**src/pkg/ppol_pkg.sv**
```systemverilog
// Shared constants, types and helpers for the port pin override block
package ppol_pkg;

   // ----------------------------------------------------------------
   // Register map (byte addresses)
   // ----------------------------------------------------------------
   localparam logic [7:0] OFF_DIR    = 8'h00;
   localparam logic [7:0] OFF_LATCH  = 8'h04;
   localparam logic [7:0] OFF_PIN    = 8'h08;
   localparam logic [7:0] OFF_CTRL   = 8'h0C;
   localparam logic [7:0] OFF_SENSE  = 8'h10;
   localparam logic [7:0] OFF_STATUS = 8'h14;
   localparam logic [7:0] OFF_MASK   = 8'h18;

   // ----------------------------------------------------------------
   // Fields, reset values, answers
   // ----------------------------------------------------------------
   localparam int          CTRL_PULLUP_OFF_BIT = 6;
   localparam logic [31:0] REG_RESET           = 32'h0000_0000;
   localparam logic [1:0]  SENSE_NONE          = 2'h0;
   localparam logic [1:0]  SENSE_ANY           = 2'h1;
   localparam logic [1:0]  SENSE_FALL          = 2'h2;
   localparam logic [1:0]  SENSE_RISE          = 2'h3;
   localparam logic [1:0]  RESP_OKAY           = 2'h0;
   localparam logic [1:0]  RESP_SLVERR         = 2'h2;

   // ----------------------------------------------------------------
   // Types
   // ----------------------------------------------------------------
   typedef enum logic [4:0] {
      PPOL_ACTIVE     = 5'h01,
      PPOL_IDLE       = 5'h02,
      PPOL_ADC_NR     = 5'h04,
      PPOL_POWER_DOWN = 5'h08,
      PPOL_STANDBY    = 5'h10
   } ppol_sleep_t;

   typedef struct packed {
      logic pullup_override_enable;
      logic pullup_override_value;
      logic drive_override_enable;
      logic drive_override_value;
      logic level_override_enable;
      logic level_override_value;
      logic input_gate_override_enable;
      logic input_gate_override_value;
   } ppol_ovr_t;

   // Byte-lane merge for AXI write strobes
   function automatic logic [31:0] ppol_merge(input logic [31:0] old_v,
                                              input logic [31:0] new_v,
                                              input logic [3:0]  strb);
      logic [31:0] res;
      res = old_v;
      for (int i = 0; i < 4; i++) begin
         if (strb[i]) begin
            res[8*i +: 8] = new_v[8*i +: 8];
         end
      end
      return res;
   endfunction : ppol_merge

endpackage : ppol_pkg

```
**src/hw/ppol_pin_cell.sv**
```systemverilog
// One port pin: override muxing, input gate, synchroniser and edge detect
`timescale 1ns/1ps
`default_nettype none
module ppol_pin_cell (
   input  wire logic                clock_in,
   input  wire logic                reset_in,
   input  wire ppol_pkg::ppol_ovr_t ovr_in,
   input  wire logic                drive_select_bit_in,
   input  wire logic                output_latch_bit_in,
   input  wire logic                global_pullup_off_in,
   input  wire logic                clamp_in,
   input  wire logic                ext_req_en_in,
   input  wire logic [1:0]          sense_in,
   input  wire logic                pad_in,
   output var  logic                pullup_en_out,
   output var  logic                pad_out,
   output var  logic                pad_oe_n_out,
   output var  logic                gated_out,
   output var  logic                pin_sample_bit_out,
   output var  logic                event_out
);

   logic input_enable;
   logic sync1_q;
   logic sync2_q;
   logic sync3_q;
   logic prev_q;

   // ----------------------------------------------------------------
   // Input gate and clamp
   // ----------------------------------------------------------------
   always_comb begin
      if (ovr_in.input_gate_override_enable) begin
         input_enable = ovr_in.input_gate_override_value;
      end else begin
         input_enable = !(clamp_in && !ext_req_en_in);
      end
      gated_out = pad_in & input_enable;
   end

   // ----------------------------------------------------------------
   // Pad driver, pull-up
   // ----------------------------------------------------------------
   always_ff @(posedge clock_in) begin
      if (reset_in) begin
         pullup_en_out <= 1'b0;
         pad_oe_n_out  <= 1'b1;
         pad_out       <= 1'b0;
      end else begin
         if (ovr_in.pullup_override_enable) begin
            pullup_en_out <= ovr_in.pullup_override_value;
         end else begin
            pullup_en_out <= !drive_select_bit_in && output_latch_bit_in && !global_pullup_off_in;
         end
         if (ovr_in.drive_override_enable) begin
            pad_oe_n_out <= !ovr_in.drive_override_value;
         end else begin
            pad_oe_n_out <= !drive_select_bit_in;
         end
         pad_out <= ovr_in.level_override_enable ? ovr_in.level_override_value : output_latch_bit_in;
      end
   end

   // ----------------------------------------------------------------
   // Synchroniser on the gated input
   // ----------------------------------------------------------------
   always_ff @(posedge clock_in) begin
      if (reset_in) begin
         sync1_q            <= 1'b0;
         sync2_q            <= 1'b0;
         sync3_q            <= 1'b0;
         pin_sample_bit_out <= 1'b0;
         prev_q             <= 1'b0;
      end else begin
         sync1_q <= gated_out;
         sync2_q <= sync1_q;
         sync3_q <= sync2_q;
         if (sync2_q == sync3_q) begin
            pin_sample_bit_out <= sync3_q;
         end
         prev_q <= pin_sample_bit_out;
      end
   end

   // Clamp release looks like a real edge, so a held-high rise- or any-sensing pin flags on wake
   always_comb begin
      case (sense_in)
         ppol_pkg::SENSE_ANY:  event_out = pin_sample_bit_out != prev_q;
         ppol_pkg::SENSE_FALL: event_out = !pin_sample_bit_out && prev_q;
         ppol_pkg::SENSE_RISE: event_out = pin_sample_bit_out && !prev_q;
         default:              event_out = 1'b0;
      endcase
   end

endmodule : ppol_pin_cell
`default_nettype wire

```
**src/hw/ppol_port.sv**
```systemverilog
// Port with alternate-function overrides, sleep input clamp and AXI4-Lite registers
// Notes on behaviour
// - In a clamping sleep, a pin's input path is forced low unless overridden.
// - The clamp is requested only in power-down, standby and ADC noise reduction.
// - A pin whose external interrupt request is enabled is not clamped.
// - A held-high rise- or any-sensing pin with its request disabled flags on wake.
// - Pull-up follows its override value when overridden, else dir/latch/off = 0/1/0.
// - Driver enable follows its override value when overridden, else the direction bit.
// - Pin level follows the level override when enabled, else the output latch.
// - The input gate override value wins over the sleep state when enabled.
// - The alternate-function input is taken after the gate, before the synchroniser.
// - The analog link is wired straight to the pad.
// - Override signals come from the owning peripheral, not from port registers.
// - All pull-ups are off while reset is active.
// - Direction bit one makes an output, zero an input.
// - The global pull-up-off bit disables every non-overridden pull-up.
//
// The register offsets and the AXI4-Lite register port were chosen for this implementation.
`timescale 1ns/1ps
`default_nettype none
module ppol_port #(
   parameter int unsigned NUM_PINS = 8,
   parameter int unsigned ADDR_W   = 8
) (
   input  wire logic                               clock_in,
   input  wire logic                               reset_in,
   // AXI4-Lite slave
   input  wire logic [ADDR_W-1:0]                  s_axi_awaddr_in,
   input  wire logic                               s_axi_awvalid_in,
   output var  logic                               s_axi_awready_out,
   input  wire logic [31:0]                        s_axi_wdata_in,
   input  wire logic [3:0]                         s_axi_wstrb_in,
   input  wire logic                               s_axi_wvalid_in,
   output var  logic                               s_axi_wready_out,
   output var  logic [1:0]                         s_axi_bresp_out,
   output var  logic                               s_axi_bvalid_out,
   input  wire logic                               s_axi_bready_in,
   input  wire logic [ADDR_W-1:0]                  s_axi_araddr_in,
   input  wire logic                               s_axi_arvalid_in,
   output var  logic                               s_axi_arready_out,
   output var  logic [31:0]                        s_axi_rdata_out,
   output var  logic [1:0]                         s_axi_rresp_out,
   output var  logic                               s_axi_rvalid_out,
   input  wire logic                               s_axi_rready_in,
   // Sleep controller and peripherals
   input  wire ppol_pkg::ppol_sleep_t              sleep_mode_in,
   input  wire ppol_pkg::ppol_ovr_t [NUM_PINS-1:0] override_in,
   output var  logic                               irq_out,
   // Pads
   input  wire logic [NUM_PINS-1:0]                pad_in,
   output var  logic [NUM_PINS-1:0]                pad_out,
   output var  logic [NUM_PINS-1:0]                pad_oe_n_out,
   output var  logic [NUM_PINS-1:0]                pullup_en_out,
   output var  logic [NUM_PINS-1:0]                alt_func_input_tap_out,
   output var  logic [NUM_PINS-1:0]                analog_pad_link_out
);

   localparam logic [31:0] PIN_MASK   = 32'((64'h1 << NUM_PINS) - 64'h1);
   localparam logic [31:0] SENSE_MASK = 32'((64'h1 << (2 * NUM_PINS)) - 64'h1);

   logic [ADDR_W-1:0]   awaddr_q;
   logic [31:0]         wdata_q;
   logic [3:0]          wstrb_q;
   logic                wr_fire;
   logic                wr_hit;
   logic                rd_take;
   logic                rd_hit;
   logic [31:0]         rd_data;
   logic [31:0]         dir_q;
   logic [31:0]         latch_q;
   logic [31:0]         ctrl_q;
   logic [31:0]         sense_q;
   logic [31:0]         status_q;
   logic [31:0]         status_d;
   logic [31:0]         mask_q;
   logic                clamp_q;
   logic [NUM_PINS-1:0] gated_w;
   logic [NUM_PINS-1:0] sample_w;
   logic [NUM_PINS-1:0] event_w;

   // ----------------------------------------------------------------
   // AXI4-Lite write channel
   // ----------------------------------------------------------------
   assign wr_fire = !s_axi_awready_out && !s_axi_wready_out && !s_axi_bvalid_out;

   always_comb begin
      case (awaddr_q)
         ADDR_W'(ppol_pkg::OFF_DIR),
         ADDR_W'(ppol_pkg::OFF_LATCH),
         ADDR_W'(ppol_pkg::OFF_PIN),
         ADDR_W'(ppol_pkg::OFF_CTRL),
         ADDR_W'(ppol_pkg::OFF_SENSE),
         ADDR_W'(ppol_pkg::OFF_STATUS),
         ADDR_W'(ppol_pkg::OFF_MASK): wr_hit = 1'b1;
         default:                     wr_hit = 1'b0;
      endcase
   end

   always_ff @(posedge clock_in) begin
      if (reset_in) begin
         s_axi_awready_out <= 1'b1;
         s_axi_wready_out  <= 1'b1;
         s_axi_bvalid_out  <= 1'b0;
         s_axi_bresp_out   <= ppol_pkg::RESP_OKAY;
         awaddr_q          <= '0;
         wdata_q           <= ppol_pkg::REG_RESET;
         wstrb_q           <= 4'h0;
      end else begin
         if (s_axi_awvalid_in && s_axi_awready_out) begin
            s_axi_awready_out <= 1'b0;
            awaddr_q          <= s_axi_awaddr_in;
         end
         if (s_axi_wvalid_in && s_axi_wready_out) begin
            s_axi_wready_out <= 1'b0;
            wdata_q          <= s_axi_wdata_in;
            wstrb_q          <= s_axi_wstrb_in;
         end
         if (wr_fire) begin
            s_axi_bvalid_out <= 1'b1;
            s_axi_bresp_out  <= wr_hit ? ppol_pkg::RESP_OKAY : ppol_pkg::RESP_SLVERR;
         end
         if (s_axi_bvalid_out && s_axi_bready_in) begin
            s_axi_bvalid_out  <= 1'b0;
            s_axi_awready_out <= 1'b1;
            s_axi_wready_out  <= 1'b1;
         end
      end
   end

   // ----------------------------------------------------------------
   // Software-written registers
   // ----------------------------------------------------------------
   // Overrides never touch these; they arrive only on override_in
   always_ff @(posedge clock_in) begin
      if (reset_in) begin
         dir_q   <= ppol_pkg::REG_RESET;
         latch_q <= ppol_pkg::REG_RESET;
         ctrl_q  <= ppol_pkg::REG_RESET;
         sense_q <= ppol_pkg::REG_RESET;
         mask_q  <= ppol_pkg::REG_RESET;
      end else if (wr_fire) begin
         case (awaddr_q)
            ADDR_W'(ppol_pkg::OFF_DIR):
               dir_q <= ppol_pkg::ppol_merge(dir_q, wdata_q, wstrb_q) & PIN_MASK;
            ADDR_W'(ppol_pkg::OFF_LATCH):
               latch_q <= ppol_pkg::ppol_merge(latch_q, wdata_q, wstrb_q) & PIN_MASK;
            ADDR_W'(ppol_pkg::OFF_CTRL):
               ctrl_q <= ppol_pkg::ppol_merge(ctrl_q, wdata_q, wstrb_q) & (32'h0000_0001 << ppol_pkg::CTRL_PULLUP_OFF_BIT);
            ADDR_W'(ppol_pkg::OFF_SENSE):
               sense_q <= ppol_pkg::ppol_merge(sense_q, wdata_q, wstrb_q) & SENSE_MASK;
            ADDR_W'(ppol_pkg::OFF_MASK):
               mask_q <= ppol_pkg::ppol_merge(mask_q, wdata_q, wstrb_q) & PIN_MASK;
            default: begin
            end
         endcase
      end
   end

   // ----------------------------------------------------------------
   // AXI4-Lite read channel
   // ----------------------------------------------------------------
   assign rd_take = s_axi_arvalid_in && s_axi_arready_out;

   always_comb begin
      rd_hit  = 1'b1;
      rd_data = 32'h0000_0000;
      case (s_axi_araddr_in)
         ADDR_W'(ppol_pkg::OFF_DIR):    rd_data = dir_q;
         ADDR_W'(ppol_pkg::OFF_LATCH):  rd_data = latch_q;
         ADDR_W'(ppol_pkg::OFF_PIN):    rd_data = 32'(sample_w);
         ADDR_W'(ppol_pkg::OFF_CTRL):   rd_data = ctrl_q;
         ADDR_W'(ppol_pkg::OFF_SENSE):  rd_data = sense_q;
         ADDR_W'(ppol_pkg::OFF_STATUS): rd_data = status_q;
         ADDR_W'(ppol_pkg::OFF_MASK):   rd_data = mask_q;
         default:                       rd_hit = 1'b0;
      endcase
   end

   always_ff @(posedge clock_in) begin
      if (reset_in) begin
         s_axi_arready_out <= 1'b1;
         s_axi_rvalid_out  <= 1'b0;
         s_axi_rdata_out   <= 32'h0000_0000;
         s_axi_rresp_out   <= ppol_pkg::RESP_OKAY;
      end else begin
         if (rd_take) begin
            s_axi_arready_out <= 1'b0;
            s_axi_rvalid_out  <= 1'b1;
            s_axi_rdata_out   <= rd_data;
            s_axi_rresp_out   <= rd_hit ? ppol_pkg::RESP_OKAY : ppol_pkg::RESP_SLVERR;
         end
         if (s_axi_rvalid_out && s_axi_rready_in) begin
            s_axi_rvalid_out  <= 1'b0;
            s_axi_arready_out <= 1'b1;
         end
      end
   end

   // ----------------------------------------------------------------
   // Interrupt flags: read clears, a same-cycle event still lands
   // ----------------------------------------------------------------
   always_comb begin
      status_d = status_q;
      if (rd_take && s_axi_araddr_in == ADDR_W'(ppol_pkg::OFF_STATUS)) begin
         status_d = 32'h0000_0000;
      end
      status_d = status_d | 32'(event_w);
   end

   always_ff @(posedge clock_in) begin
      if (reset_in) begin
         status_q <= ppol_pkg::REG_RESET;
         irq_out  <= 1'b0;
      end else begin
         status_q <= status_d;
         irq_out  <= |(status_d & mask_q);
      end
   end

   // ----------------------------------------------------------------
   // Sleep clamp request
   // ----------------------------------------------------------------
   always_ff @(posedge clock_in) begin
      if (reset_in) begin
         clamp_q <= 1'b0;
      end else begin
         case (sleep_mode_in)
            ppol_pkg::PPOL_POWER_DOWN,
            ppol_pkg::PPOL_STANDBY,
            ppol_pkg::PPOL_ADC_NR: clamp_q <= 1'b1;
            default:               clamp_q <= 1'b0;
         endcase
      end
   end

   // ----------------------------------------------------------------
   // Pin cells
   // ----------------------------------------------------------------
   for (genvar g = 0; g < NUM_PINS; g++) begin : g_pin
      ppol_pin_cell u_cell (
         .clock_in             (clock_in),
         .reset_in             (reset_in),
         .ovr_in               (override_in[g]),
         .drive_select_bit_in  (dir_q[g]),
         .output_latch_bit_in  (latch_q[g]),
         .global_pullup_off_in (ctrl_q[ppol_pkg::CTRL_PULLUP_OFF_BIT]),
         .clamp_in             (clamp_q),
         .ext_req_en_in        (mask_q[g]),
         .sense_in             (sense_q[2*g +: 2]),
         .pad_in               (pad_in[g]),
         .pullup_en_out        (pullup_en_out[g]),
         .pad_out              (pad_out[g]),
         .pad_oe_n_out         (pad_oe_n_out[g]),
         .gated_out            (gated_w[g]),
         .pin_sample_bit_out   (sample_w[g]),
         .event_out            (event_w[g])
      );
   end

   // Unsynchronised by design; consumers must synchronise unless clocking on it
   assign alt_func_input_tap_out = gated_w;
   // Passive wire; the pad level is resolved outside
   assign analog_pad_link_out    = pad_in;
endmodule : ppol_port
`default_nettype wire

```
**config.mk**
```make
export PLATFORM = sky130hd
export DESIGN_NAME = ppol_port
export DESIGN_NICKNAME = d
export VERILOG_FILES = /design/src/pkg/ppol_pkg.sv /design/src/hw/ppol_pin_cell.sv /design/src/hw/ppol_port.sv
export SDC_FILE = /design/constraint.sdc
export NUM_CORES = 1
export LEC_CHECK = 0
export ABC_AREA = 1
export BUFFER_PORTS_ARGS = -buffer_cell sky130_fd_sc_hd__clkbuf_2
export CAP_MARGIN = 10
export CORE_MARGIN = 2
export CORE_UTILIZATION = 42
export DETAILED_ROUTE_END_ITERATION = 16
export MAX_ROUTING_LAYER = met4
export PLACE_DENSITY = 0.77
export SLEW_MARGIN = 20
export SYNTH_ARGS = -nofsm -noshare
export SYNTH_HDL_FRONTEND = slang
export SYNTH_SLANG_ARGS = --single-unit
```
**constraint.sdc**
```tcl
create_clock -name clock_in -period 2.1 [get_ports clock_in]
set_clock_uncertainty 0.2 [all_clocks]
set_input_delay 0.315 -clock clock_in [delete_from_list [all_inputs] [get_ports clock_in]]
set_output_delay 0.315 -clock clock_in [all_outputs]
set_load 0.1 [all_outputs]
```
==> results.txt <==
Sorting the synthesized cells by area gives the leading types as sky130_fd_sc_hd__dfxtp_1 (46%), sky130_fd_sc_hd__nor2_1 (7.2%), sky130_fd_sc_hd__nand2_1 (6.8%). The worst endpoint data arrival time was 2.17 ns. The type of the worst setup path was primary input to flop.

The synthesized netlist devotes 0% of its cell area to XOR and XNOR gates. The mean area per synthesized cell works out to 7.81 µm². The die is 135 µm wide. Critical path startpoint: sleep_mode_in[2]. The detailed router finished its first iteration with 366 violations. Synthesis produced 923 cells. Among all stages on the critical path, the largest delay is contributed by sky130_fd_sc_hd__dlygate4sd3_1.

Entering global routing, the biggest net connects 76 pins. Post-detailed-route wirelength per cell: 13.2 µm. The worst path uses 97.9% of the clock period. Summed over all nets, the half-perimeter wirelength after detailed placement is 12.6 mm. The number of global-route vias before repair is 6394.

In the global route stage, overall resource usage came out at 21.1%. Wires add up to 18.2 mm. Global route total overflow: 0.

The routed via count divided by cell count works out to 4.74. The run gives 1298 as the final-stage net count. In this run the clock root is driven by a sky130_fd_sc_hd__clkbuf_16.

The number of antenna diodes in the final layout is 0. By area, the combinational part of the netlist is dominated by simple AND/OR/NAND/NOR gates. After synthesis the netlist holds a flip-flop and latch count of 164. The die covers 0.0182 mm².

The signal on the critical path passes through dlygate4sd3_1 -> clkbuf_2 -> nand2_1 -> dlygate4sd3_1 -> a21oi_2 -> dlygate4sd3_1. Setup repair after global routing left no endpoint under its margin. In this run, distinct cell masters in the synthesized netlist total 36.

Of all nets on the critical path, the largest fanout is 2. In this run the critical register-to-register path is captured at g_pin[0].u_cell.pullup_en_out$_SDFF_PP0_. During synthesis, Yosys emitted a total of 0 warnings. Path type of the worst min-delay path: primary input to flop. For the placement-stage cell area, the log shows 0.00806 mm². The largest stage delay on the critical path came out at 0.56 ns.

Sequential elements use 45.5% of the synthesized area. For the finished layout, the period the worst path requires is 2.06 ns. The quantity of I/O buffers inserted on ports is 181, and the core area is 0.0167 mm². The number of buffers inserted by post-CTS setup repair is 0, and the synthesized-area fraction occupied by adder cells is 2.78%. For the reported leakage power, the log shows 4.25 nW. The synthesis-to-finish area growth was 31.6%; the cell total after placement was 1267.

Following the worst setup path forward leads to its endpoint at clamp_q$_SDFF_PP0_. The run gives 0 as the max-slew violation count. TritonCTS created 17 clock buffers. Total of max-cap violations: 0. The synthesized design spends more area on one cell type than any other, namely sky130_fd_sc_hd__dfxtp_1. The tools report the number of endpoints failing setup at the final stage as 0. After synthesis the cells add up to 0.00721 mm². The startpoint of the lowest-slack register-to-register path was ctrl_q[6]$_SDFFE_PP0P_. For the worst flop-to-flop path, the logic depth is 4. In the final timing run, aggregate negative setup slack is 0 ns.

Detailed routing inserted a total of 6535 vias. Final weighted congestion of routability-driven global placement: 0.907. Summing the areas of all and, or, nand and nor instances in the mapped netlist gives 18.9% of the synthesized area. The synthesized netlist devotes 18.3% of its cell area to compound gates. The run finished with clean final reports.

The clock passes through at most 2 buffers. The post-layout instance count excluding filler cells was 1378; the total power density per cell area was 824 mW/mm². The peak clock frequency supported by timing came out at 0.487 GHz. The tools report the sort of element at the start of the critical path as a primary input. The share of synthesized flip-flops with an asynchronous set or reset was 0%. In the routed design, unresolved DRC markers number 0. Multiplexer cells account for 0% of the synthesized area.

The library cell appearing most often on the critical path is sky130_fd_sc_hd__dlygate4sd3_1. Before antenna repair, the detailed router went through 4 iterations. The fraction of synthesized cell area taken by the top area cell type came out at 45.5%. The count of buffering cells on the critical path with inverters included works out to 4. The tools report the clock sink count as 164. For the pin with the worst max-slew slack, the measured transition is 0.576 ns. The filler cells instantiated in the layout total 1514.

The logs give 47 for the number of cell rows and 0 for the number of nets with antenna violations after detailed routing. The clock edge transition at the registers on the reported setup and hold paths came out at 0.06 ns. Among cell families on the critical path, the largest total delay comes from buffers and inverters.

The clock insertion delay at the later pin of the skew report is 0.42 ns. Design area: 0.00948 mm². The largest registers in the layout are s_axi_rdata_out: 16 flops, sense_q: 16 flops, wdata_q: 16 flops. The required arrival time at the worst endpoint is 2.21 ns, and the initial antenna violation count is 0.

Headroom to the max-slew limit came out at 61.8%. Among all flip-flop cells after synthesis, the most frequent one is sky130_fd_sc_hd__dfxtp_1. The synthesized design contains 0 enable-type register cells.

Once the floorplan was initialized, standard cells occupied 43.2% of the core. Across the VDD grid, the largest voltage drop is 0.570 mV. The type of destination of the critical path was a flop.

The H-tree depth is 4, and the I/O pin count is 218. The slack of the worst reg-to-reg path was 0.30 ns; the number of gates on the worst path with buffers counted was 6. TritonCTS built the clock tree.

The first-pass GRT wire length was 29.5 mm. The final hold violation count was 0; the fraction of final layout cells sized beyond drive strength 1 was 22.1%. In this run the vertical extent of the chip is 135 µm.
## layout make-up
| class | instances | area, µm² | area share [%] |
|---|---|---|---|
| inverter | 115 | 432 | 4.55 |
| tap | 220 | 275 | 2.90 |
| clock inverter | 11 | 149 | 1.57 |
| sequential | 164 | 3280 | 34.6 |
| clock buffer | 20 | 467 | 4.92 |
| timing repair buffer | 276 | 1930 | 20.3 |
| multi-input combinational | 572 | 2950 | 31.1 |
## cells by family after synthesis
group,count (synthesis)
DFF,164
and+or+nand+nor,316
adders and majority gates,16
buffers and inverters,204
AOI/OAI and AO/OA,222
other,1
## layer usage
layer  global-route usage (%)  vias to the layer above  share of wire, %
met5                        -                        -                 0
met4                     7.47                        0               1.6
met3                     4.69                       29               5.7
met2                     37.0                      181                50
met1                     23.6                     2951                43
li1                         -                     3374                 -
## power breakdown
| group | leakage [nW] | switching [W] | internal, W |
|---|---|---|---|
| Sequential | 1.34 | 0.0000541 | 0.00322 |
| Clock | 0.295 | 0.00126 | 0.00196 |
| Combinational | 2.62 | 0.000961 | 0.000349 |
## tightest hold or removal path, delay by kind of cell
family / cells / cell delay, ns
buffers and inverters: 1 / 0.13
AO/OA/AOI/OAI: 2 / 0.15
## timing repair
item / CTS / global route
endpoints found under the hold margin: 56 / 0
setup endpoints to repair: 0 / 1
resized for setup: 0 / 1
hold buffers: 80 / 0
## through the flow
stage          power, W  setup WS [ns]  util (%)  hold WS, ns
2_1_floorplan   0.00433         0.0163         -        0.188
3_3_place_gp    0.00452          0.337      48.3        0.196
3_5_place_dp    0.00453          0.322      48.3        0.196
4_1_cts         0.00787         0.0904      56.8      0.00700
5_1_grt         0.00810         0.0117      56.8       0.0191
6_report        0.00781         0.0445      56.8       0.0206
## how the worst min path moves through the flow
stage | from | end | slack, ns | cells after the start
global placement | g_pin[2].u_cell.sync1_q$_SDFF_PP0_ | g_pin[2].u_cell.sync2_q$_SDFF_PP0_ | 0.20 | 2
detailed placement | g_pin[2].u_cell.sync1_q$_SDFF_PP0_ | g_pin[2].u_cell.sync2_q$_SDFF_PP0_ | 0.20 | 2
finish | reset_in | s_axi_bvalid_out$_SDFFE_PP0P_ | 0.02 | 3
floorplan | g_pin[0].u_cell.sync1_q$_SDFF_PP0_ | g_pin[0].u_cell.sync2_q$_SDFF_PP0_ | 0.19 | 2
CTS | reset_in | s_axi_bvalid_out$_SDFFE_PP0P_ | 0.007 | 3
global route | reset_in | s_axi_bvalid_out$_SDFFE_PP0P_ | 0.02 | 3
## Yosys cell counts (8+ instances only)
cell and count:
sky130_fd_sc_hd__a21oi_1 79, sky130_fd_sc_hd__o21ai_0 71, sky130_fd_sc_hd__ha_1 16, sky130_fd_sc_hd__inv_1 112, sky130_fd_sc_hd__buf_4 59, sky130_fd_sc_hd__a211oi_1 33, sky130_fd_sc_hd__and2_1 8, sky130_fd_sc_hd__nand2_1 131
sky130_fd_sc_hd__nor2_1 139, sky130_fd_sc_hd__a31oi_1 16, sky130_fd_sc_hd__nand3_1 19, sky130_fd_sc_hd__a211oi_2 8, sky130_fd_sc_hd__dfxtp_1 164, sky130_fd_sc_hd__clkbuf_1 21
## placed cells by master, fill, tap and decap left out, drive strengths merged, types with 6 or more instances in the layout
| cell | instances |
|---|---|
| conb | 18 |
| a21oi | 79 |
| nand3 | 21 |
| buf | 24 |
| ha | 16 |
| o21ai | 73 |
| and2 | 8 |
| nand2 | 133 |
| clkbuf | 192 |
| inv | 115 |
| dfxtp | 164 |
| nor3 | 6 |
| nor2 | 145 |
| a31oi | 16 |
| a211oi | 41 |
| dlygate4sd3 | 80 |
No activity file was read; power rests on OpenSTA's default activity.
